`src/logic/olac_pkg.sv`:
```
// output lock and alarm control: shared constants and carrier types
// assumes one 40 MHz clock domain and an AXI4-Lite master with 8-bit addresses
package olac_pkg;

	// ----------------------------------------------------------------
	// register map (byte addresses)
	// ----------------------------------------------------------------
	localparam logic [7:0] OLAC_REG_CTRL   = 8'h00;
	localparam logic [7:0] OLAC_REG_CMD    = 8'h04;
	localparam logic [7:0] OLAC_REG_STATUS = 8'h08;
	localparam logic [7:0] OLAC_REG_ERR    = 8'h0C;
	localparam logic [7:0] OLAC_REG_THR_V  = 8'h10;
	localparam logic [7:0] OLAC_REG_THR_I  = 8'h14;
	localparam logic [7:0] OLAC_REG_THR_P  = 8'h18;
	localparam logic [7:0] OLAC_REG_CNT_A  = 8'h20;
	localparam logic [7:0] OLAC_REG_CNT_B  = 8'h24;

	// ----------------------------------------------------------------
	// field positions
	// ----------------------------------------------------------------
	localparam int OLAC_CTRL_INV     = 0;
	localparam int OLAC_CTRL_SOUND   = 1;
	localparam int OLAC_CTRL_PF_RST  = 2;
	localparam int OLAC_CTRL_OT_RST  = 3;
	localparam int OLAC_CMD_ON       = 0;
	localparam int OLAC_CMD_OFF      = 1;
	localparam int OLAC_CMD_ACK      = 2;
	localparam int OLAC_CMD_CONFIRM  = 3;
	localparam int OLAC_CMD_CANCEL   = 4;

	// alarm vector order
	localparam int OLAC_AL_OV  = 0;
	localparam int OLAC_AL_OC  = 1;
	localparam int OLAC_AL_OP  = 2;
	localparam int OLAC_AL_PF  = 3;
	localparam int OLAC_AL_OT  = 4;
	localparam int OLAC_NUM_AL = 5;
	localparam int OLAC_NUM_PROT = 3;

	// ----------------------------------------------------------------
	// thresholds and counters
	// ----------------------------------------------------------------
	localparam int OLAC_MEAS_W = 16;
	localparam int OLAC_CNT_W  = 8;
	// full scale code of the measurement inputs at nominal value
	localparam int OLAC_NOM     = 10000;
	localparam int OLAC_PCT_THR = 110;
	localparam logic [OLAC_MEAS_W-1:0] OLAC_THR_DEFAULT =
		OLAC_MEAS_W'(OLAC_NOM * OLAC_PCT_THR / 100);
	localparam logic [OLAC_MEAS_W-1:0] OLAC_THR_LIMIT = OLAC_THR_DEFAULT;
	localparam logic [OLAC_CNT_W-1:0] OLAC_CNT_MAX = 8'hFF;

	localparam logic [1:0] OLAC_RESP_OKAY   = 2'h0;
	localparam logic [1:0] OLAC_RESP_SLVERR = 2'h2;

	// ----------------------------------------------------------------
	// carriers
	// ----------------------------------------------------------------
	typedef struct packed {
		logic        awvalid;
		logic [7:0]  awaddr;
		logic        wvalid;
		logic [31:0] wdata;
		logic [3:0]  wstrb;
		logic        bready;
		logic        arvalid;
		logic [7:0]  araddr;
		logic        rready;
	} olac_axi_req_t;

	typedef struct packed {
		logic        awready;
		logic        wready;
		logic        bvalid;
		logic [1:0]  bresp;
		logic        arready;
		logic        rvalid;
		logic [31:0] rdata;
		logic [1:0]  rresp;
	} olac_axi_rsp_t;

	typedef struct packed {
		logic [OLAC_MEAS_W-1:0] volt;
		logic [OLAC_MEAS_W-1:0] curr;
		logic [OLAC_MEAS_W-1:0] power;
	} olac_meas_t;

	typedef struct packed {
		logic onoff;
		logic enter;
	} olac_panel_t;

	typedef struct packed {
		logic                   dc_on;
		logic                   alarm_pin1;
		logic                   alarm_pin2;
		logic                   buzzer;
		logic                   refused;
		logic [OLAC_NUM_AL-1:0] alarms;
	} olac_ind_t;

endpackage

```
`src/logic/olac_core.sv`:
```
// output lock and alarm control: decides whether the dc output may be on
// assumes panel pulses and measurements come from logic on aclk
//
// Functional notes
// RL1: standby on, output off: switch-on allowed
// RL2: standby off: refuse switch-on, flag refusal
// RL3: standby on, output on: user toggles freely
// RL4: standby falls while on: off and locked
// RL5: standby returning on re-enables locked output
// RL6: user action during lock cancels pin request
// RL7: analog remote active while select pin low
// RL8: any alarm switches the output off
// RL9: ack clears latched alarm only without cause
// RL10: power fail, overtemperature clear by themselves
// RL11: manual ack by enter or on press
// RL12: remote ack by standby off then on
// RL13: digital ack by error read or command
// RL14: overvoltage at threshold, limit 1.1 nominal
// RL15: overcurrent at threshold trips output off
// RL16: overpower at threshold, limit 1.1 nominal
// RL17: thresholds reset to 110 percent
// RL18: power fail trips off, restore configurable
// RL19: overtemperature trips off, restore configurable
// RL20: alarms indicated, buzzer only if enabled
// RL21: per-alarm counts from zero at reset
// RL22: sound setting applied on confirm only
// RL23: under remote, standby pin alone rules output
// RL24: alarm pins group thermal/supply and protection
// RL25: effective standby is pin xor invert
//
// Implementation choices: the address map and the AXI4-Lite interface to the registers.
`timescale 1ns/1ps
module olac_core
	import olac_pkg::*;
(
	// clock and reset
	input  wire logic              aclk,
	input  wire logic              aresetn,
	// register bus
	input  wire olac_pkg::olac_axi_req_t axi_req,
	output olac_pkg::olac_axi_rsp_t      axi_rsp,
	// interface pins (asynchronous)
	input  wire logic              standby_pin,
	input  wire logic              remote_sel_n,
	input  wire logic              ac_fail,
	input  wire logic              overtemp,
	// front panel and measurement
	input  wire olac_pkg::olac_panel_t   panel,
	input  wire olac_pkg::olac_meas_t    meas,
	// indication
	output olac_pkg::olac_ind_t          ind
);

	// ----------------------------------------------------------------
	// state
	// ----------------------------------------------------------------
	typedef struct packed {
		// bus slave
		logic                          awready;
		logic                          wready;
		logic                          arready;
		logic                          aw_have;
		logic [7:0]                    aw_addr;
		logic                          w_have;
		logic [31:0]                   w_data;
		logic [3:0]                    w_strb;
		logic                          bvalid;
		logic [1:0]                    bresp;
		logic                          rvalid;
		logic [31:0]                   rdata;
		logic [1:0]                    rresp;
		// configuration
		logic                          invert;
		logic                          sound;
		logic                          sound_pend;
		logic                          pf_restore;
		logic                          ot_restore;
		logic [OLAC_MEAS_W-1:0]        thr_v;
		logic [OLAC_MEAS_W-1:0]        thr_i;
		logic [OLAC_MEAS_W-1:0]        thr_p;
		// output control
		logic                          eff_q;
		logic                          out_on;
		logic                          pin_lock;
		logic                          pin_req;
		logic                          restore_pend;
		logic                          refused;
		logic [OLAC_NUM_AL-1:0]        alarm;
		logic [OLAC_NUM_AL*OLAC_CNT_W-1:0] count;
		olac_ind_t                     ind;
	} olac_state_t;

	// released standby and remote-select pins sit high: no false remote or edge after reset
	localparam logic [3:0] PIN_IDLE = 4'h3;

	olac_state_t s_q;
	olac_state_t s_d;
	logic [3:0]  sync_q;

	// ----------------------------------------------------------------
	// pin synchronisers
	// ----------------------------------------------------------------
	olac_sync #(
		.W   (4),
		.RST (PIN_IDLE)
	) u_sync (
		.aclk    (aclk),
		.aresetn (aresetn),
		.d       ({overtemp, ac_fail, remote_sel_n, standby_pin}),
		.q       (sync_q)
	);

	// byte-lane merge of a 16-bit field
	function automatic logic [15:0] merge16(
		input logic [15:0] old,
		input logic [31:0] data,
		input logic [3:0]  strb
	);
		logic [15:0] r;
		r = old;
		if (strb[0]) begin
			r[7:0] = data[7:0];
		end
		if (strb[1]) begin
			r[15:8] = data[15:8];
		end
		return r;
	endfunction

	function automatic logic [15:0] clamp16(input logic [15:0] v);
		return (v > OLAC_THR_LIMIT) ? OLAC_THR_LIMIT : v;
	endfunction

	// ----------------------------------------------------------------
	// next state
	// ----------------------------------------------------------------
	logic                   eff;
	logic                   remote;
	logic                   eff_rise;
	logic                   eff_fall;
	logic                   cmd_on;
	logic                   cmd_off;
	logic                   dig_ack;
	logic                   ack;
	logic                   user;
	logic                   on_try;
	logic                   refuse;
	logic                   any_alarm;
	logic                   old_alarm;
	logic [OLAC_NUM_AL-1:0] cause;
	logic [OLAC_NUM_AL-1:0] fresh;
	logic [OLAC_CNT_W-1:0]  cnt;

	always_comb begin
		s_d = s_q;
		cmd_on = 1'b0;
		cmd_off = 1'b0;
		dig_ack = 1'b0;
		refuse = 1'b0;
		cnt = '0;
		eff = sync_q[0] ^ s_q.invert; // RL25
		remote = ~sync_q[1]; // RL7
		eff_rise = eff & ~s_q.eff_q;
		eff_fall = ~eff & s_q.eff_q;
		s_d.eff_q = eff;

		// write channel
		if (axi_req.awvalid && s_q.awready) begin
			s_d.aw_have = 1'b1;
			s_d.aw_addr = axi_req.awaddr;
		end
		if (axi_req.wvalid && s_q.wready) begin
			s_d.w_have = 1'b1;
			s_d.w_data = axi_req.wdata;
			s_d.w_strb = axi_req.wstrb;
		end
		if (s_q.bvalid && axi_req.bready) begin
			s_d.bvalid = 1'b0;
		end
		if (s_q.aw_have && s_q.w_have && !s_q.bvalid) begin
			s_d.aw_have = 1'b0;
			s_d.w_have = 1'b0;
			s_d.bvalid = 1'b1;
			s_d.bresp = OLAC_RESP_OKAY;
			case (s_q.aw_addr)
				OLAC_REG_CTRL: begin
					if (s_q.w_strb[0]) begin
						s_d.invert = s_q.w_data[OLAC_CTRL_INV];
						s_d.sound_pend = s_q.w_data[OLAC_CTRL_SOUND];
						s_d.pf_restore = s_q.w_data[OLAC_CTRL_PF_RST];
						s_d.ot_restore = s_q.w_data[OLAC_CTRL_OT_RST];
					end
				end
				OLAC_REG_CMD: begin
					if (s_q.w_strb[0]) begin
						cmd_on = s_q.w_data[OLAC_CMD_ON];
						cmd_off = s_q.w_data[OLAC_CMD_OFF];
						dig_ack = s_q.w_data[OLAC_CMD_ACK];
						if (s_q.w_data[OLAC_CMD_CONFIRM]) begin
							s_d.sound = s_q.sound_pend; // RL22
						end else if (s_q.w_data[OLAC_CMD_CANCEL]) begin
							s_d.sound_pend = s_q.sound; // RL22
						end
					end
				end
				OLAC_REG_THR_V: begin
					s_d.thr_v = clamp16(merge16(s_q.thr_v, s_q.w_data, s_q.w_strb)); // RL14
				end
				OLAC_REG_THR_I: begin
					s_d.thr_i = merge16(s_q.thr_i, s_q.w_data, s_q.w_strb);
				end
				OLAC_REG_THR_P: begin
					s_d.thr_p = clamp16(merge16(s_q.thr_p, s_q.w_data, s_q.w_strb)); // RL16
				end
				OLAC_REG_STATUS, OLAC_REG_ERR, OLAC_REG_CNT_A, OLAC_REG_CNT_B: begin
					s_d.bresp = OLAC_RESP_OKAY;
				end
				default: begin
					s_d.bresp = OLAC_RESP_SLVERR;
				end
			endcase
		end

		// read channel
		if (s_q.rvalid && axi_req.rready) begin
			s_d.rvalid = 1'b0;
		end
		if (axi_req.arvalid && s_q.arready) begin
			s_d.rvalid = 1'b1;
			s_d.rresp = OLAC_RESP_OKAY;
			s_d.rdata = '0;
			case (axi_req.araddr)
				OLAC_REG_CTRL: begin
					s_d.rdata[OLAC_CTRL_INV] = s_q.invert;
					s_d.rdata[OLAC_CTRL_SOUND] = s_q.sound_pend;
					s_d.rdata[OLAC_CTRL_PF_RST] = s_q.pf_restore;
					s_d.rdata[OLAC_CTRL_OT_RST] = s_q.ot_restore;
				end
				OLAC_REG_CMD: begin
					s_d.rdata[OLAC_CMD_CONFIRM] = s_q.sound;
				end
				OLAC_REG_STATUS: begin
					s_d.rdata[11:0] = {s_q.alarm, s_q.refused, s_q.sound,
						remote, s_q.eff_q, s_q.pin_req, s_q.pin_lock,
						s_q.out_on}; // RL20
				end
				OLAC_REG_ERR: begin
					// reading the error buffer acknowledges alarms
					s_d.rdata[5:0] = {s_q.refused, s_q.alarm};
					dig_ack = 1'b1; // RL13
					s_d.refused = 1'b0;
				end
				OLAC_REG_THR_V: begin
					s_d.rdata[OLAC_MEAS_W-1:0] = s_q.thr_v;
				end
				OLAC_REG_THR_I: begin
					s_d.rdata[OLAC_MEAS_W-1:0] = s_q.thr_i;
				end
				OLAC_REG_THR_P: begin
					s_d.rdata[OLAC_MEAS_W-1:0] = s_q.thr_p;
				end
				OLAC_REG_CNT_A: begin
					s_d.rdata = s_q.count[4*OLAC_CNT_W-1:0];
				end
				OLAC_REG_CNT_B: begin
					s_d.rdata[OLAC_CNT_W-1:0] = s_q.count[OLAC_NUM_AL*OLAC_CNT_W-1 -: OLAC_CNT_W];
				end
				default: begin
					s_d.rresp = OLAC_RESP_SLVERR;
				end
			endcase
		end

		// ------------------------------------------------------------
		// alarms
		// ------------------------------------------------------------
		cause[OLAC_AL_OV] = meas.volt >= s_q.thr_v; // RL14
		cause[OLAC_AL_OC] = meas.curr >= s_q.thr_i; // RL15
		cause[OLAC_AL_OP] = meas.power >= s_q.thr_p; // RL16
		cause[OLAC_AL_PF] = sync_q[2]; // RL18
		cause[OLAC_AL_OT] = sync_q[3]; // RL19
		old_alarm = |s_q.alarm;
		ack = dig_ack; // RL13
		if (!remote && (panel.enter || (panel.onoff && old_alarm))) begin
			ack = 1'b1; // RL11
		end
		if (remote && eff_rise) begin
			ack = 1'b1; // RL12
		end
		for (int i = 0; i < OLAC_NUM_PROT; i++) begin
			// a present cause keeps the latch set against the ack
			s_d.alarm[i] = cause[i] | (s_q.alarm[i] & ~ack); // RL9
		end
		s_d.alarm[OLAC_AL_PF] = cause[OLAC_AL_PF]; // RL10
		s_d.alarm[OLAC_AL_OT] = cause[OLAC_AL_OT]; // RL10
		fresh = s_d.alarm & ~s_q.alarm;
		for (int i = 0; i < OLAC_NUM_AL; i++) begin
			cnt = s_q.count[i*OLAC_CNT_W +: OLAC_CNT_W];
			if (fresh[i] && cnt != OLAC_CNT_MAX) begin
				s_d.count[i*OLAC_CNT_W +: OLAC_CNT_W] = cnt + 8'h01; // RL21
			end
		end
		any_alarm = |s_d.alarm;

		// ------------------------------------------------------------
		// output control
		// ------------------------------------------------------------
		user = (panel.onoff && !old_alarm) || cmd_on || cmd_off;
		on_try = (!remote && panel.onoff && !old_alarm && !s_q.out_on) || cmd_on;
		if (remote) begin
			s_d.out_on = eff; // RL23
			s_d.pin_lock = 1'b0;
			s_d.pin_req = 1'b0;
		end else begin
			if (s_q.pin_lock && user) begin
				s_d.pin_req = 1'b0; // RL6
			end
			if (s_q.out_on) begin
				if (eff_fall) begin
					s_d.out_on = 1'b0; // RL4
					s_d.pin_lock = 1'b1;
					s_d.pin_req = 1'b1;
				end else if (cmd_off || (panel.onoff && !old_alarm)) begin
					s_d.out_on = 1'b0; // RL3
				end
			end else if (eff_rise && s_q.pin_lock) begin
				s_d.pin_lock = 1'b0;
				s_d.pin_req = 1'b0;
				s_d.out_on = s_q.pin_req && !user; // RL5
			end else if (on_try) begin
				if (eff) begin
					s_d.out_on = 1'b1; // RL1
				end else begin
					refuse = 1'b1; // RL2
				end
			end
		end

		// supply and thermal trips may restore the output afterwards
		if ((fresh[OLAC_AL_PF] && s_q.pf_restore) || (fresh[OLAC_AL_OT] && s_q.ot_restore)) begin
			if (s_q.out_on || s_q.restore_pend) begin
				s_d.restore_pend = 1'b1; // RL18 RL19
			end
		end
		if (s_q.restore_pend && !any_alarm) begin
			s_d.restore_pend = 1'b0;
			s_d.out_on = eff; // RL18 RL19
		end
		if (any_alarm) begin
			if (on_try && !remote) begin
				refuse = 1'b1;
			end
			s_d.out_on = 1'b0; // RL8
		end
		if (refuse) begin
			s_d.refused = 1'b1; // RL2
		end

		// ------------------------------------------------------------
		// indication and bus ready flags
		// ------------------------------------------------------------
		s_d.ind.dc_on = s_d.out_on;
		s_d.ind.alarm_pin1 = s_d.alarm[OLAC_AL_PF] | s_d.alarm[OLAC_AL_OT]; // RL24
		s_d.ind.alarm_pin2 = |s_d.alarm[OLAC_NUM_PROT-1:0]; // RL24
		s_d.ind.buzzer = any_alarm & s_d.sound; // RL20
		s_d.ind.alarms = s_d.alarm; // RL20
		s_d.ind.refused = refuse; // RL2
		s_d.awready = !s_d.aw_have && !s_d.bvalid;
		s_d.wready = !s_d.w_have && !s_d.bvalid;
		s_d.arready = !s_d.rvalid;
	end

	// ----------------------------------------------------------------
	// registers
	// ----------------------------------------------------------------
	always_ff @(posedge aclk) begin
		if (!aresetn) begin
			s_q <= '0;
			s_q.thr_v <= OLAC_THR_DEFAULT; // RL17
			s_q.thr_i <= OLAC_THR_DEFAULT; // RL17
			s_q.thr_p <= OLAC_THR_DEFAULT; // RL17
			s_q.eff_q <= 1'b1;
		end else begin
			s_q <= s_d;
		end
	end

	// ----------------------------------------------------------------
	// outputs
	// ----------------------------------------------------------------
	assign axi_rsp.awready = s_q.awready;
	assign axi_rsp.wready  = s_q.wready;
	assign axi_rsp.bvalid  = s_q.bvalid;
	assign axi_rsp.bresp   = s_q.bresp;
	assign axi_rsp.arready = s_q.arready;
	assign axi_rsp.rvalid  = s_q.rvalid;
	assign axi_rsp.rdata   = s_q.rdata;
	assign axi_rsp.rresp   = s_q.rresp;
	assign ind             = s_q.ind;

endmodule

```
`src/logic/olac_sync.sv`:
```
// output lock and alarm control: two-stage synchroniser for pin inputs
// assumes the inputs are asynchronous levels and stable for several clocks
`timescale 1ns/1ps
module olac_sync #(
	parameter int           W   = 1,
	// reset value of both stages, set to the idle level of each pin
	parameter logic [W-1:0] RST = '0
) (
	// clock and reset
	input  wire logic         aclk,
	input  wire logic         aresetn,
	// levels
	input  wire logic [W-1:0] d,
	output logic      [W-1:0] q
);

	logic [W-1:0] meta_q;

	always_ff @(posedge aclk) begin
		if (!aresetn) begin
			meta_q <= RST;
			q      <= RST;
		end else begin
			meta_q <= d;
			q      <= meta_q;
		end
	end

endmodule

```
`config.mk`:
```
export PLATFORM = sky130hd
export DESIGN_NAME = olac_core
export DESIGN_NICKNAME = d
export VERILOG_FILES = /design/src/logic/olac_pkg.sv /design/src/logic/olac_core.sv /design/src/logic/olac_sync.sv
export SDC_FILE = /design/constraint.sdc
export NUM_CORES = 1
export LEC_CHECK = 0
export BUFFER_PORTS_ARGS = -buffer_cell sky130_fd_sc_hd__buf_4
export CAP_MARGIN = 20
export CORE_MARGIN = 2
export CORE_UTILIZATION = 50
export CTS_CLUSTER_SIZE = 10
export DETAILED_ROUTE_END_ITERATION = 10
export PLACE_DENSITY = 0.72
export SYNTH_ARGS = -nofsm -noshare
export SYNTH_HDL_FRONTEND = slang
export SYNTH_SLANG_ARGS = --single-unit
```
`constraint.sdc`:
```
create_clock -name aclk -period 5.2 [get_ports aclk]
set_input_delay 1.04 -clock aclk [delete_from_list [all_inputs] [get_ports aclk]]
set_output_delay 1.04 -clock aclk [all_outputs]
set_load 0.05 [all_outputs]
```
Word level (Yosys, flattened, before mapping)
Index checks and enable logic that the tools add are counted.
Word-level totals
  bits in registers: 203
  bits of input ports: 113
  output and inout bits: 51
  word-level logic and storage cells: 240
Operators by class
  add/subtract/negate cells: 5
  order comparisons: 5
  equal/unequal tests: 26
  mux-type cells: 79
  bitwise operators: 18
  reduce and logical (&&, ||, !) cells: 67
Operator list (count)
  2-to-1 mux 8 bit: 14
  2-to-1 mux 16 bit: 6
  2-to-1 mux 52 bit: 1
  == test 8 x 5 -> 1 bit (second input constant): 6
  greater-or-equal comparator 16 bit: 3
  adder 8 x 1 -> 8 bit (second input constant): 5
  inequality test 8 bit (second input constant): 5
  2-to-1 mux 1 bit: 38
  2-to-1 mux 37 bit: 1
  2-to-1 mux 35 bit: 1
  == test 8 x 4 -> 1 bit (second input constant): 4
  == test 8 x 6 -> 1 bit (second input constant): 4
  > comparator 16 x 14 -> 1 bit (second input constant): 2
  logical AND 1 bit: 28
  case mux 3 bit (8 select lines): 1
  case mux 4 bit (5 select lines): 1
  OR reduction 9 bit: 2
  == test 8 x 3 -> 1 bit (second input constant): 2
  logical NOT 8 bit: 2
  case mux 4 bit (4 select lines): 1
  case mux 2 bit (7 select lines): 1
  2-to-1 mux 2 bit: 6
  2-to-1 mux 3 bit: 4
  case mux 2 bit (6 select lines): 1
  other kinds (21): 61

Longest topological paths before layout
Gate-level depths: netlist of run 1.
  depth after elaboration: 14
  depth in mapped cells: 9
  gate-level depth less buffers: 8

Modules after synthesis
Synthesis of run 1 repeated with hierarchy kept, for this count alone.
Second synthesis, totals
  cells, all modules: 1146
  area, all modules: 9381.5 µm²
By module, submodules not included
  olac_core: instances 1, cells an instance 1130, area an instance 9171.3 µm², seq. area each 3503.4 µm²
  olac_sync: instances 1, cells an instance 16, area an instance 210.2 µm², seq. area each 160.2 µm²

Least setup slack after synthesis of run 1
Ideal clock, no wire load.
  path kind: input-to-reg
  from: input port meas[13] (netlist bit)
  to: register s_q[33] (netlist bit)
  arrival time: 2908 ps
  data required time: 5130 ps
  setup slack: 2222 ps
  cell stages on the path: 7
  path through: ha_1 nand4_1 or3_1 o32a_1 a31o_2 or4_1 a21oi_1
On the way
  cells in the longest elaborated chain, start to end: 4
Ends and longest elaborated chain
  from (decl): line olac_core.sv:49  | input wire olac_pkg::olac_meas_t meas,
  greater-or-equal comparator 16 bit: line olac_core.sv:279  | cause[OLAC_AL_OP] = meas.power >= s_q.thr_p;
  bitwise OR 1 bit: line olac_core.sv:292  | s_d.alarm[i] = cause[i] | (s_q.alarm[i] & ~ack);
  AND 5 bit: line olac_core.sv:296  | fresh = s_d.alarm & ~s_q.alarm;
  logical AND 1 bit: line olac_core.sv:299  | if (fresh[i] && cnt != OLAC_CNT_MAX) begin
  to (decl): line olac_core.sv:96  | olac_state_t s_q;
Every way passes these cells.
A chain may end at the register's enable or synchronous reset.

Worst setup path after layout of run 1
  from: input port axi_req[2] (netlist bit)
  to: register s_q (netlist bit axi_rsp[16])
On the way
  cells in the longest elaborated chain, start to end: 2
  elaborated cells between the ends (all ways): 5
Ends and longest elaborated chain
  from (decl): line olac_core.sv:40  | input wire olac_pkg::olac_axi_req_t axi_req,
  == test 8 x 6 -> 1 bit or == test 8 x 5 -> 1 bit (tied branches): line olac_core.sv:232  | case (axi_req.araddr)
  case mux 4 bit (4 select lines) *: line olac_core.sv:232
Every way passes the cells marked *; elsewhere a longest branch is shown, timed or not.

==> results of run 1 <==
## layout by cell type (no fill, tap or decap), types with 11 or more instances in the layout
cell type                   Yosys  layout
sky130_fd_sc_hd__a2bb2oi_1     12      12
sky130_fd_sc_hd__o21ai_0       39      39
sky130_fd_sc_hd__ha_1          53      53
sky130_fd_sc_hd__nand2_1      142     142
sky130_fd_sc_hd__mux2i_1       22      22
sky130_fd_sc_hd__nor3_1        24      24
sky130_fd_sc_hd__dfxtp_1      183     183
sky130_fd_sc_hd__buf_4         52     151
sky130_fd_sc_hd__a22oi_1       16      16
sky130_fd_sc_hd__and2_1        11      11
sky130_fd_sc_hd__a31oi_1       16      16
sky130_fd_sc_hd__or4_1         15      15
sky130_fd_sc_hd__o31ai_1       13      13
sky130_fd_sc_hd__nor2_1        64      64
sky130_fd_sc_hd__nand3_1       42      42
sky130_fd_sc_hd__inv_1         66      65
sky130_fd_sc_hd__clkbuf_16      0      17
sky130_fd_sc_hd__a222oi_1      11      11
sky130_fd_sc_hd__a21oi_1      100     100
sky130_fd_sc_hd__and3_1        14      14
sky130_fd_sc_hd__nand4_1       19      19
sky130_fd_sc_hd__nand2b_1      22      22
## power by group
group          internal, mW  switching [mW]  leakage [nW]  total, mW
registers              1.44          0.0476          1.49       1.48
logic                 0.138           0.209          2.78      0.347
clock network         0.821           0.527         0.294       1.35
total                  2.39           0.783          4.56       3.18
## logic make-up (layout without fill, tap and decap cells)
logic type,count (synthesis),in the layout,share of synthesized area
multiplexers,26,26,0.02757
AO/OA/AOI/OAI,296,296,0.2047
buffers and inverters,169,246,0.08713
AND/OR/NAND/NOR,407,407,0.2187
other,1,2,0.0003897
adder cells (fa/ha/maj),53,53,0.06892
XOR/XNOR,13,13,0.01183
flip-flops,183,183,0.3808
## worst max-delay path, delay by kind of cell
family / cells / cell delay (ns)
buffers and inverters: 2 / 0.47
AOI/OAI and AO/OA: 2 / 0.20
and+or+nand+nor: 4 / 1.81
## sequential cells by signal (all words and copies together), names as in the netlist
| signal | count |
|---|---|
| cnt | 8 |
| s_q | 118 |
| ind | 10 |
| u_sync.q | 4 |
| axi_rsp | 39 |
| u_sync.meta_q | 4 |
## area by class of cell
type	instances	area [sq um]	share of cell area
clock buffer	20	456.7	0.04118
inverter	66	249.0	0.02245
clock inverter	8	150.1	0.01354
multi-input combinational	797	5132	0.4628
tap	234	292.8	0.02640
sequential	183	3664	0.3304
timing repair buffer	152	1145	0.1032
## per-stage QoR
step	worst slack [ns]	area, sq um	cells
3_5_place_dp	1.557	10470	1431
6_report	2.013	11090	1460
4_1_cts	2.003	11080	1459
5_1_grt	1.783	11090	1460
3_3_place_gp	1.578	10470	1431
2_1_floorplan	2.222	9625	1149
## worst max path at each step
stage | end | startpoint | slack [ns]
2_1_floorplan | s_q[33] | meas[13] | 2.22
3_3_place_gp | ind[9] | meas[16] | 1.58
3_5_place_dp | ind[9] | meas[16] | 1.56
4_1_cts | ind[9] | meas[16] | 2.00
5_1_grt | s_q[93] | aresetn | 1.78
6_report | axi_rsp[16] | axi_req[2] | 2.01
## layer usage
| metal | vias to the layer above | wire length [um] |
|---|---|---|
| met5 | - | 0 |
| li1 | 4253 | - |
| met1 | 4118 | 12150 |
| met2 | 378 | 12230 |
| met3 | 30 | 2449 |
| met4 | 0 | 556 |
==> parameters.txt, run 1 <==
Parameter                              Value

GRT
  Busiest layer in global routing    met2
  Number of antenna violations at the first check in global routing    0
  Congestion Overflow GR    0
  First-pass GRT wire length    42990 um
  Met1 Track Usage GR    0.3795
  Number of global-route vias before repair    7977
  GRT met2 Usage    0.4200
  Met3 capacity usage during global routing    0.05164
  Maximum number of pins on one net before global-route repair    75
  GRT Resource Usage Total    0.2705

STA
  Total Negative Setup Slacks    0 ns
  Achievable Freq    313.7 MHz
  Worst slew pin tran    1.023 ns
  Max transition margin    0.3123
  Minimum hold slack    0.4113 ns
  Final period util    0.6129
  Time the final worst path needs with I/O delays and setup    3.187 ns
  Endpoints failing setup    0
  Final slew viol count    0
  Number of hold-slack violations in the final timing report    0
  Setup clock skew after layout    0.01281 ns
  Unrepaired setup endpoints after global routing    false

Logic synthesis
  Most instantiated flip-flop cell in the synthesis netlist    sky130_fd_sc_hd__dfxtp_1
  Mean instance size in the synthesized netlist    8.381 sq um
  Synth area leaders    sky130_fd_sc_hd__dfxtp_1 38%, sky130_fd_sc_hd__ha_1 6.9%, sky130_fd_sc_hd__nand2_1 5.5%
  Synth Instances    1148
  Yosys warning total    0
  Yosys reg bits    183
  Post-synthesis instance area    9622 sq um
  Unique masters post-synth    76
  Post-synth EDFFs    0
  Async S/R FF share, synth    0
  Share of the yosys chip area belonging to registers    0.3808
  Area leader, netlist    sky130_fd_sc_hd__dfxtp_1
  Leading cell types by count after synthesis    183 x sky130_fd_sc_hd__dfxtp_1, 142 x sky130_fd_sc_hd__nand2_1, 100 x sky130_fd_sc_hd__a21oi_1, 66 x sky130_fd_sc_hd__inv_1, 64 x sky130_fd_sc_hd__nor2_1
  Top-area cell type share of the netlist area    0.3808
  Most common cell in the netlist    sky130_fd_sc_hd__dfxtp_1

Die
  Die width    142.7 um
  Effective utilization at floorplan    0.5127
  Die Outline Area    20370 sq um
  IO Count    164
  Chip height    142.7 um
  Area of the core    18770 sq um
  Row count    50

Detailed routing
  DR vias/cell    6.013
  Routed Wire Length    27380 um
  Remaining DRCs    0
  Starting DRT DRC Count    848
  First drt pass iteration count    6
  Routed len/inst    18.76 um
  Residual antenna-violating net count after detailed routing    0
  Vias after detailed routing    8779

Critical path
  Cell breakdown of the critical path    buf_4 -> or4_1 -> nor4_4 -> buf_4 -> a22oi_1 -> nand2_1 -> a22oi_1 -> nor2_1
  Cell with the largest stage delay on the worst path    sky130_fd_sc_hd__nor4_4
  Endpoint class of the critical path    flip-flop
  Delay of the slowest critical-path stage    0.77 ns
  Worst-path fanout max    17
  Data required time at the worst endpoint    5.54 ns
  Worst reg-to-reg setup slack    2.30 ns
  Reg2reg start    s_q[74]
  Startpoint types    input pin
  Category of the critical setup timing path    in -> reg
  R2R depth    8
  Worst EP arrival    3.53 ns
  Reg-to-reg endpoint    s_q[28]

Clocking
  Number of instances resized during post-cts repair    0
  Clock Sink Count    183
  Setup Fix Bufs, Post-CTS    0
  Quantity of hold-fixing buffers added after cts    0
  Clock slew seen by the registers of the worst setup and hold paths    0.06 ns
  TritonCTS Buffers    17
  Clock latency at the later pin of the worst-skew pair    0.43 ns
  Root Driver    sky130_fd_sc_hd__clkbuf_16
  Deepest level of the CTS H-tree    4
  CTS Buffer Depth    2
  Clock tree from TritonCTS    yes

Power and ir drop
  Worst vdd rail ir drop    0.0001880 V
  Static power due to leakage    4.561 nW
  Power per unit of standard cell area    286.5 nW/um^2
  Total power    3.177 mW

Min path
  Hold endpoint    u_sync.q[1]
  Launch point of the worst hold path    u_sync.meta_q[1]
  Instance count along the most critical hold path    1
  Hold Path Class    reg -> reg

Status
  Result of the run    completed

Place
  I/O Buffers    143
  Estimated wirelength of the detail-placed design    20460 um
  Final weighted congestion of routability-driven global placement    0.9380

Final layout
  Final Net Count    1383
  Synthesis-to-layout area growth    15.25%
  Number of filler instances in the final layout    1664
  Share of final-layout standard cells stronger than drive strength 1    0.1672
  Diode insertion count for antenna repair    0
  Final design utilization    0.5909

Flow run
  Max-cap violation count    0
(Power assumes the default switching activity.)
==> run 2: changes to the inputs <==
Settings changed: ABC_AREA from default to 1.
Clock period 5.2 ns to 3.1 ns, I/O delays scaled along.
==> run 2 against run 1 <==
Against the previous run:
- final cell count increased by 22%
- cell area increased by 3.0%
- first-iteration DRC count increased by 27%
- count of clock-buffer cells in the layout decreased by 2
- largest power group unchanged
==> parameters.txt, run 2 <==
Parameter                              Value

Status
  Result of the run    completed

Final layout
  Register ranked first by flip-flop count    s_q
  Layout Cells excl Fill    1783 (+22%)
  Diode insertion count for antenna repair    0 (unchanged)
  Number of filler instances in the final layout    1805 (+8.5%)
  FF/Latch Area    3664 sq um (unchanged)
  Final design instance area without fill    11420 sq um (+3.0%)
  Share of final-layout standard cells stronger than drive strength 1    0.1423 (-0.02492)
  Number of flip-flops in the largest register    118 (unchanged)
  Area of the multi-input gates    4881 sq um (-4.9%)
  Final Net Count    1671 (+21%)
  Synthesis-to-layout area growth    15.47%
  Most common cell after layout, fill and taps aside    sky130_fd_sc_hd__nand2_1
  Most frequent cells in the layout    293 x sky130_fd_sc_hd__nand2_1, 196 x sky130_fd_sc_hd__inv_1, 183 x sky130_fd_sc_hd__dfxtp_1

Logic synthesis
  Most instantiated flip-flop cell in the synthesis netlist    sky130_fd_sc_hd__dfxtp_1
  Post-synth EDFFs    0 (unchanged)
  Synth Instances    1423 (+24%)
  Yosys warning total    0 (unchanged)
  Mean instance size in the synthesized netlist    6.952 sq um (-17%)
  Leading cell types by count after synthesis    293 x sky130_fd_sc_hd__nand2_1, 197 x sky130_fd_sc_hd__inv_1, 183 x sky130_fd_sc_hd__dfxtp_1, 156 x sky130_fd_sc_hd__a21oi_1, 129 x sky130_fd_sc_hd__nor2_1
  Yosys reg bits    183 (unchanged)
  Synth area leaders    sky130_fd_sc_hd__dfxtp_1 37%, sky130_fd_sc_hd__nand2_1 11%, sky130_fd_sc_hd__a21oi_1 7.9%
  Top-area cell type share of the netlist area    0.3704 (-0.01040)
  Share of the yosys chip area belonging to registers    0.3704 (-0.01040)
  Area leader, netlist    sky130_fd_sc_hd__dfxtp_1
  Unique masters post-synth    49 (-36%)
  Most common cell in the netlist    sky130_fd_sc_hd__nand2_1
  Post-synthesis instance area    9892 sq um (+2.8%)
  Async S/R FF share, synth    0 (unchanged)

GRT
  First-pass GRT wire length    42760 um (-0.53%)
  Number of global-route vias before repair    8419 (+5.5%)
  Congestion Overflow GR    0 (unchanged)
  Number of antenna violations at the first check in global routing    0 (unchanged)
  GRT Resource Usage Total    0.2627 (-0.007765)
  Maximum number of pins on one net before global-route repair    103 (+37%)

STA
  Number of hold-slack violations in the final timing report    0 (unchanged)
  Time the final worst path needs with I/O delays and setup    2.558 ns
  Worst slew pin tran    0.8174 ns (-0.2056 ns)
  Achievable Freq    390.9 MHz
  Minimum hold slack    0.3589 ns (-0.05230 ns)
  Endpoints failing setup    0 (unchanged)
  Setup clock skew after layout    0.006140 ns (-0.006671 ns)
  Max transition margin    0.4542 (+0.1419)
  Final period util    0.8253
  Unrepaired setup endpoints after global routing    false
  Final slew viol count    0 (unchanged)
  Total Negative Setup Slacks    0 ns (unchanged)

Detailed routing
  Routed len/inst    15.34 um (-18%)
  Starting DRT DRC Count    1080 (+27%)
  DR vias/cell    5.375 (-11%)
  Remaining DRCs    0 (unchanged)
  Routed Wire Length    27340 um (-0.15%)
  Vias after detailed routing    9584 (+9.2%)
  First drt pass iteration count    5 (-1)
  Residual antenna-violating net count after detailed routing    0 (unchanged)

Critical path
  Family with the most delay on the worst path    simple AND/OR/NAND/NOR gates
  Cell breakdown of the critical path    inv_1 -> ha_1 -> nand2_1 -> nor2_1 -> and2_1 -> nor2_1 -> nand2_1 -> a21oi_1 -> nand2_1 -> inv_1 -> nand2_1 -> nor2_2 -> nand2_1 -> o21ai_1 -> nand2_1
  Worst-path fanout max    4 (-13)
  Data required time at the worst endpoint    3.43 ns (-2.11 ns)
  Startpoint types    flip-flop
  Category of the critical setup timing path    reg -> reg
  Buf+Inv Stages, Crit Path    2 (unchanged)
  Cell with the largest stage delay on the worst path    sky130_fd_sc_hd__dfxtp_1
  Cell repeated most along the worst path    sky130_fd_sc_hd__nand2_1
  Delay of the slowest critical-path stage    0.36 ns (-0.41 ns)
  Endpoint class of the critical path    flip-flop
  Worst EP arrival    2.88 ns (-0.65 ns)

Place
  Estimated wirelength of the detail-placed design    20690 um (+1.1%)
  Post-placement cell area    10820 sq um (+3.3%)
  Cell count after placement    1751 (+22%)
  Final weighted congestion of routability-driven global placement    0.9578 (+2.1%)
  I/O Buffers    143 (unchanged)

Die
  Chip height    144.7 um (+1.4%)
  Effective utilization at floorplan    0.5083 (-0.004406)
  Row count    51 (+2.0%)
  Die Outline Area    20930 sq um (+2.7%)
  Die width    144.7 um (+1.4%)
  IO Count    164 (unchanged)
  Area of the core    19460 sq um (+3.7%)

Clocking
  CTS Buffer Depth    2 (unchanged)
  TritonCTS Buffers    17 (unchanged)
  Quantity of hold-fixing buffers added after cts    0 (unchanged)
  Clock slew seen by the registers of the worst setup and hold paths    0.07 ns (about the same)
  Clock Sink Count    183 (unchanged)
  Clock tree from TritonCTS    yes
  Number of instances resized during post-cts repair    0 (unchanged)
  Root Driver    sky130_fd_sc_hd__clkbuf_16
  Clock latency at the later pin of the worst-skew pair    0.44 ns (about the same)
  Setup Fix Bufs, Post-CTS    0 (unchanged)
  Deepest level of the CTS H-tree    4 (unchanged)

Power and ir drop
  Static power due to leakage    5.250 nW (+15%)
  Total power    5.484 mW (+73%)
  Worst vdd rail ir drop    0.0003854 V (+100%)
  Power per unit of standard cell area    480.1 nW/um^2 (+68%)

Flow run
  Max-cap violation count    0 (unchanged)

Min path
  Hold Path Class    in -> reg
==> run 2: cell types whose count changed in the layout (fill, tap and decap cells not counted), sizes merged, moves of 19 or more <==
cell    delta
mux2i     -22
nor2      +70
a21oi     +58
nand2b    -22
o21ai     +78
o22ai     +19
nand2    +154
inv      +144
==> run 2: cell type report <==
type / instances / share of cell area
Multi-Input combinational cell: 944 / 0.4273
Timing Repair Buffer: 156 / 0.1036
Clock inverter: 14 / 0.01413
Tap cell: 265 / 0.02903
Inverter: 203 / 0.06671
Sequential cell: 183 / 0.3207
Clock buffer: 18 / 0.03845
==> run 2: worst reg2reg max path: stages (launching register included) <==
cell and delay [ns]:
sky130_fd_sc_hd__dfxtp_1 0.36, sky130_fd_sc_hd__inv_1 0.11, sky130_fd_sc_hd__ha_1 0.30, sky130_fd_sc_hd__nand2_1 0.10
sky130_fd_sc_hd__nor2_1 0.05, sky130_fd_sc_hd__and2_1 0.14, sky130_fd_sc_hd__nor2_1 0.08, sky130_fd_sc_hd__nand2_1 0.07
sky130_fd_sc_hd__a21oi_1 0.36, sky130_fd_sc_hd__nand2_1 0.14, sky130_fd_sc_hd__inv_1 0.10, sky130_fd_sc_hd__nand2_1 0.06
sky130_fd_sc_hd__nor2_2 0.16, sky130_fd_sc_hd__nand2_1 0.09, sky130_fd_sc_hd__o21ai_1 0.23, sky130_fd_sc_hd__nand2_1 0.07
==> run 2: cells by family after synthesis <==
kind of cell    synth area share
compound gates            0.1935
simple gates              0.2277
xor+xnor                0.004427
buf+inv                   0.1366
flops                     0.3704
fa+ha+maj                0.06704
other cells            0.0003791
==> run 2: per-stage QoR <==
stage | setup slack, ns | util
finish | 0.5415 | 0.5869
global placement | 0.3442 | 0.5560
global route | 0.3203 | 0.5869
floorplan | 0.9689 | -
CTS | 0.5922 | 0.5869
detailed placement | 0.3207 | 0.5560
==> run 2: worst paths after layout <==
check,slack (ns),to,cells after the start,start
worst max-delay path,0.54,s_q[55],15,s_q[64]
worst min-delay path,0.36,u_sync.meta_q[2],3,ac_fail
worst max register to register,0.54,s_q[55],15,s_q[64]
worst min register to register,0.41,u_sync.q[2],2,u_sync.meta_q[2]
==> run 2: metal layers <==
metal  vias to the layer above  global-route usage  share of wire
met2                       405              0.4141           0.44
met4                         0             0.07920          0.021
met1                      4345              0.3721           0.46
li1                       4794                   -              -
met3                        40             0.04113          0.081
met5                         -                   0              0
==> run 2: report_power, final <==
group | total, mW | internal (mW) | switching [mW]
logic | 0.740 | 0.263 | 0.477
clock network | 2.24 | 1.23 | 1.01
registers | 2.51 | 2.43 | 0.0759
==> run 3: changes to the inputs <==
Clock period 3.1 ns to 2.7 ns, I/O delays scaled along.
==> run 3 against run 2 <==
Against the previous run:
- worst hold slack worse by 0.078 ns
- critical path type unchanged
- first-iteration DRC count down 10%
- via count rose by 0.30%
- setup slack got worse by 0.27 ns
- count of clock-buffer cells in the layout stayed put
- flip-flop and latch count unchanged
- final cell count increased by 0.62%
- non-clock buffer count is 11 higher
- global-route usage up 0.21 points
- sequential power is 15% higher
- power rose by 17%
==> parameters.txt, run 3 (synthesis results as in run 2) <==
Parameter                              Value

Critical path
  Cell repeated most along the worst path    sky130_fd_sc_hd__a21oi_1
  Buf+Inv Stages, Crit Path    1 (-1)
  Category of the critical setup timing path    reg -> reg
  Startpoint types    flip-flop
  Data required time at the worst endpoint    3.06 ns (-0.37 ns)
  Cell with the largest stage delay on the worst path    sky130_fd_sc_hd__dfxtp_1
  Endpoint class of the critical path    flip-flop
  Cell breakdown of the critical path    inv_2 -> a21oi_1 -> a21oi_1 -> nand3_1 -> o211ai_1 -> o21ai_2 -> nand3_1 -> a21oi_1
  Worst EP arrival    2.79 ns (-0.09 ns)
  Worst-path fanout max    16 (+12)
  Delay of the slowest critical-path stage    0.69 ns (+0.33 ns)
  Family with the most delay on the worst path    compound AO/OA/AOI/OAI gates

Place
  Cell count after placement    1762 (+0.63%)
  I/O Buffers    143 (unchanged)
  Final weighted congestion of routability-driven global placement    0.9755 (+1.8%)
  Estimated wirelength of the detail-placed design    21130 um (+2.1%)

STA
  Number of hold-slack violations in the final timing report    0 (unchanged)
  Total Negative Setup Slacks    0 ns (unchanged)
  Worst slew pin tran    0.6489 ns (-0.1685 ns)
  Final slew viol count    0 (unchanged)
  Time the final worst path needs with I/O delays and setup    2.433 ns (-0.1253 ns)
  Setup clock skew after layout    0.01118 ns (+0.005035 ns)
  Endpoints failing setup    0 (unchanged)
  Max transition margin    0.5668 (+0.1125)
  Minimum hold slack    0.2810 ns (-0.07794 ns)
  Final period util    0.9012 (+0.07586)
  Unrepaired setup endpoints after global routing    false
  Achievable Freq    411.0 MHz (+5.1%)

Die
  Die Outline Area    20930 sq um (unchanged)
  Area of the core    19460 sq um (unchanged)
  Row count    51 (unchanged)
  Die width    144.7 um (unchanged)
  Effective utilization at floorplan    0.5083 (unchanged)
  IO Count    164 (unchanged)
  Chip height    144.7 um (unchanged)

Detailed routing
  Vias after detailed routing    9613 (+0.30%)
  DR vias/cell    5.358 (-0.31%)
  Routed len/inst    15.44 um (+0.68%)
  Starting DRT DRC Count    972 (-10%)
  Routed Wire Length    27700 um (+1.3%)
  Remaining DRCs    0 (unchanged)
  First drt pass iteration count    6 (+1)
  Residual antenna-violating net count after detailed routing    0 (unchanged)

Power and ir drop
  Static power due to leakage    5.333 nW (+1.6%)
  Power per unit of standard cell area    558.2 nW/um^2 (+16%)
  Worst vdd rail ir drop    0.0004576 V (+19%)

Final layout
  Synthesis-to-layout area growth    16.66%
  Most common cell after layout, fill and taps aside    sky130_fd_sc_hd__nand2_1
  Diode insertion count for antenna repair    0 (unchanged)
  Number of filler instances in the final layout    1870 (+3.6%)
  Share of final-layout standard cells stronger than drive strength 1    0.1485 (+0.006171)
  Register ranked first by flip-flop count    s_q
  Number of flip-flops in the largest register    118 (unchanged)
  Most frequent cells in the layout    293 x sky130_fd_sc_hd__nand2_1, 196 x sky130_fd_sc_hd__inv_1, 183 x sky130_fd_sc_hd__dfxtp_1
  Final Net Count    1682 (+0.66%)
  Layout Cells excl Fill    1794 (+0.62%)

Clocking
  Clock Sink Count    183 (unchanged)
  Number of instances resized during post-cts repair    0 (unchanged)
  Setup Fix Bufs, Post-CTS    0 (unchanged)
  CTS Buffer Depth    2 (unchanged)
  Deepest level of the CTS H-tree    4 (unchanged)
  Clock slew seen by the registers of the worst setup and hold paths    0.07 ns (about the same)
  Quantity of hold-fixing buffers added after cts    0 (unchanged)
  TritonCTS Buffers    17 (unchanged)
  Root Driver    sky130_fd_sc_hd__clkbuf_16
  Clock tree from TritonCTS    yes
  Clock latency at the later pin of the worst-skew pair    0.44 ns (about the same)

GRT
  First-pass GRT wire length    42840 um (+0.18%)
  Number of antenna violations at the first check in global routing    0 (unchanged)
  GRT Resource Usage Total    0.2649 (+0.002114)
  Congestion Overflow GR    0 (unchanged)
  Maximum number of pins on one net before global-route repair    54 (-48%)
  Number of global-route vias before repair    8529 (+1.3%)

Flow run
  Max-cap violation count    0 (unchanged)

Min path
  Hold Path Class    in -> reg

Status
  Result of the run    completed
run 3: cell count changes in the layout (fill, tap and decap cells not counted), sizes merged:
| cell | before | now |
|---|---|---|
| buf | 156 | 167 |
| bufinv | 2 | 4 |
| clkinv | 1 | 5 |
| clkinvlp | 5 | 2 |
| inv | 209 | 206 |
run 3: per-layer routing:
layer	global-route usage	wire, um	vias up
met5	0	0	-
met4	0.08840	792	0
met3	0.04903	2438	63
met2	0.4048	11860	424
met1	0.3772	12600	4307
li1	-	-	4819
run 3: cell type report:
cell class              count  area [sq um]  share of cell area
repair buffers            167          1266              0.1097
clock inverters            14         196.4             0.01702
well taps                 265         331.6             0.02873
multi-input cells         944          4881              0.4230
flip-flops and latches    183          3664              0.3175
clock buffers              18         439.2             0.03806
inverters                 203         762.0             0.06603
run 3: report_power, final:
group          switching (mW)  internal [mW]
sequential             0.0858           2.79
combinational           0.554          0.311
clock                    1.11           1.59
run 3: final timing paths:
kind | from | to | slack (ns) | depth (start not counted)
setup / recovery | s_q[153] | s_q[69] | 0.27 | 8
hold / removal | overtemp | u_sync.meta_q[3] | 0.28 | 3
setup reg to reg | s_q[153] | s_q[69] | 0.27 | 8
hold reg to reg | u_sync.meta_q[3] | u_sync.q[3] | 0.41 | 2
run 3: through the flow:
step	instance area [sq um]	power [mW]	utilization	setup slack (ns)
6_report	11540	6.441	0.5929	0.2668
2_1_floorplan	9896	3.538	-	0.6489
3_5_place_dp	10900	3.789	0.5603	0.1454
3_3_place_gp	10900	3.772	0.5603	0.1642
5_1_grt	11540	6.682	0.5929	0.1046
4_1_cts	11540	6.459	0.5929	0.3354
run 3: worst min-delay path: cells and delay by family:
family / cells / cell delay, ns
AND/OR/NAND/NOR: 1 / 0.04
buffers and inverters: 2 / 0.11
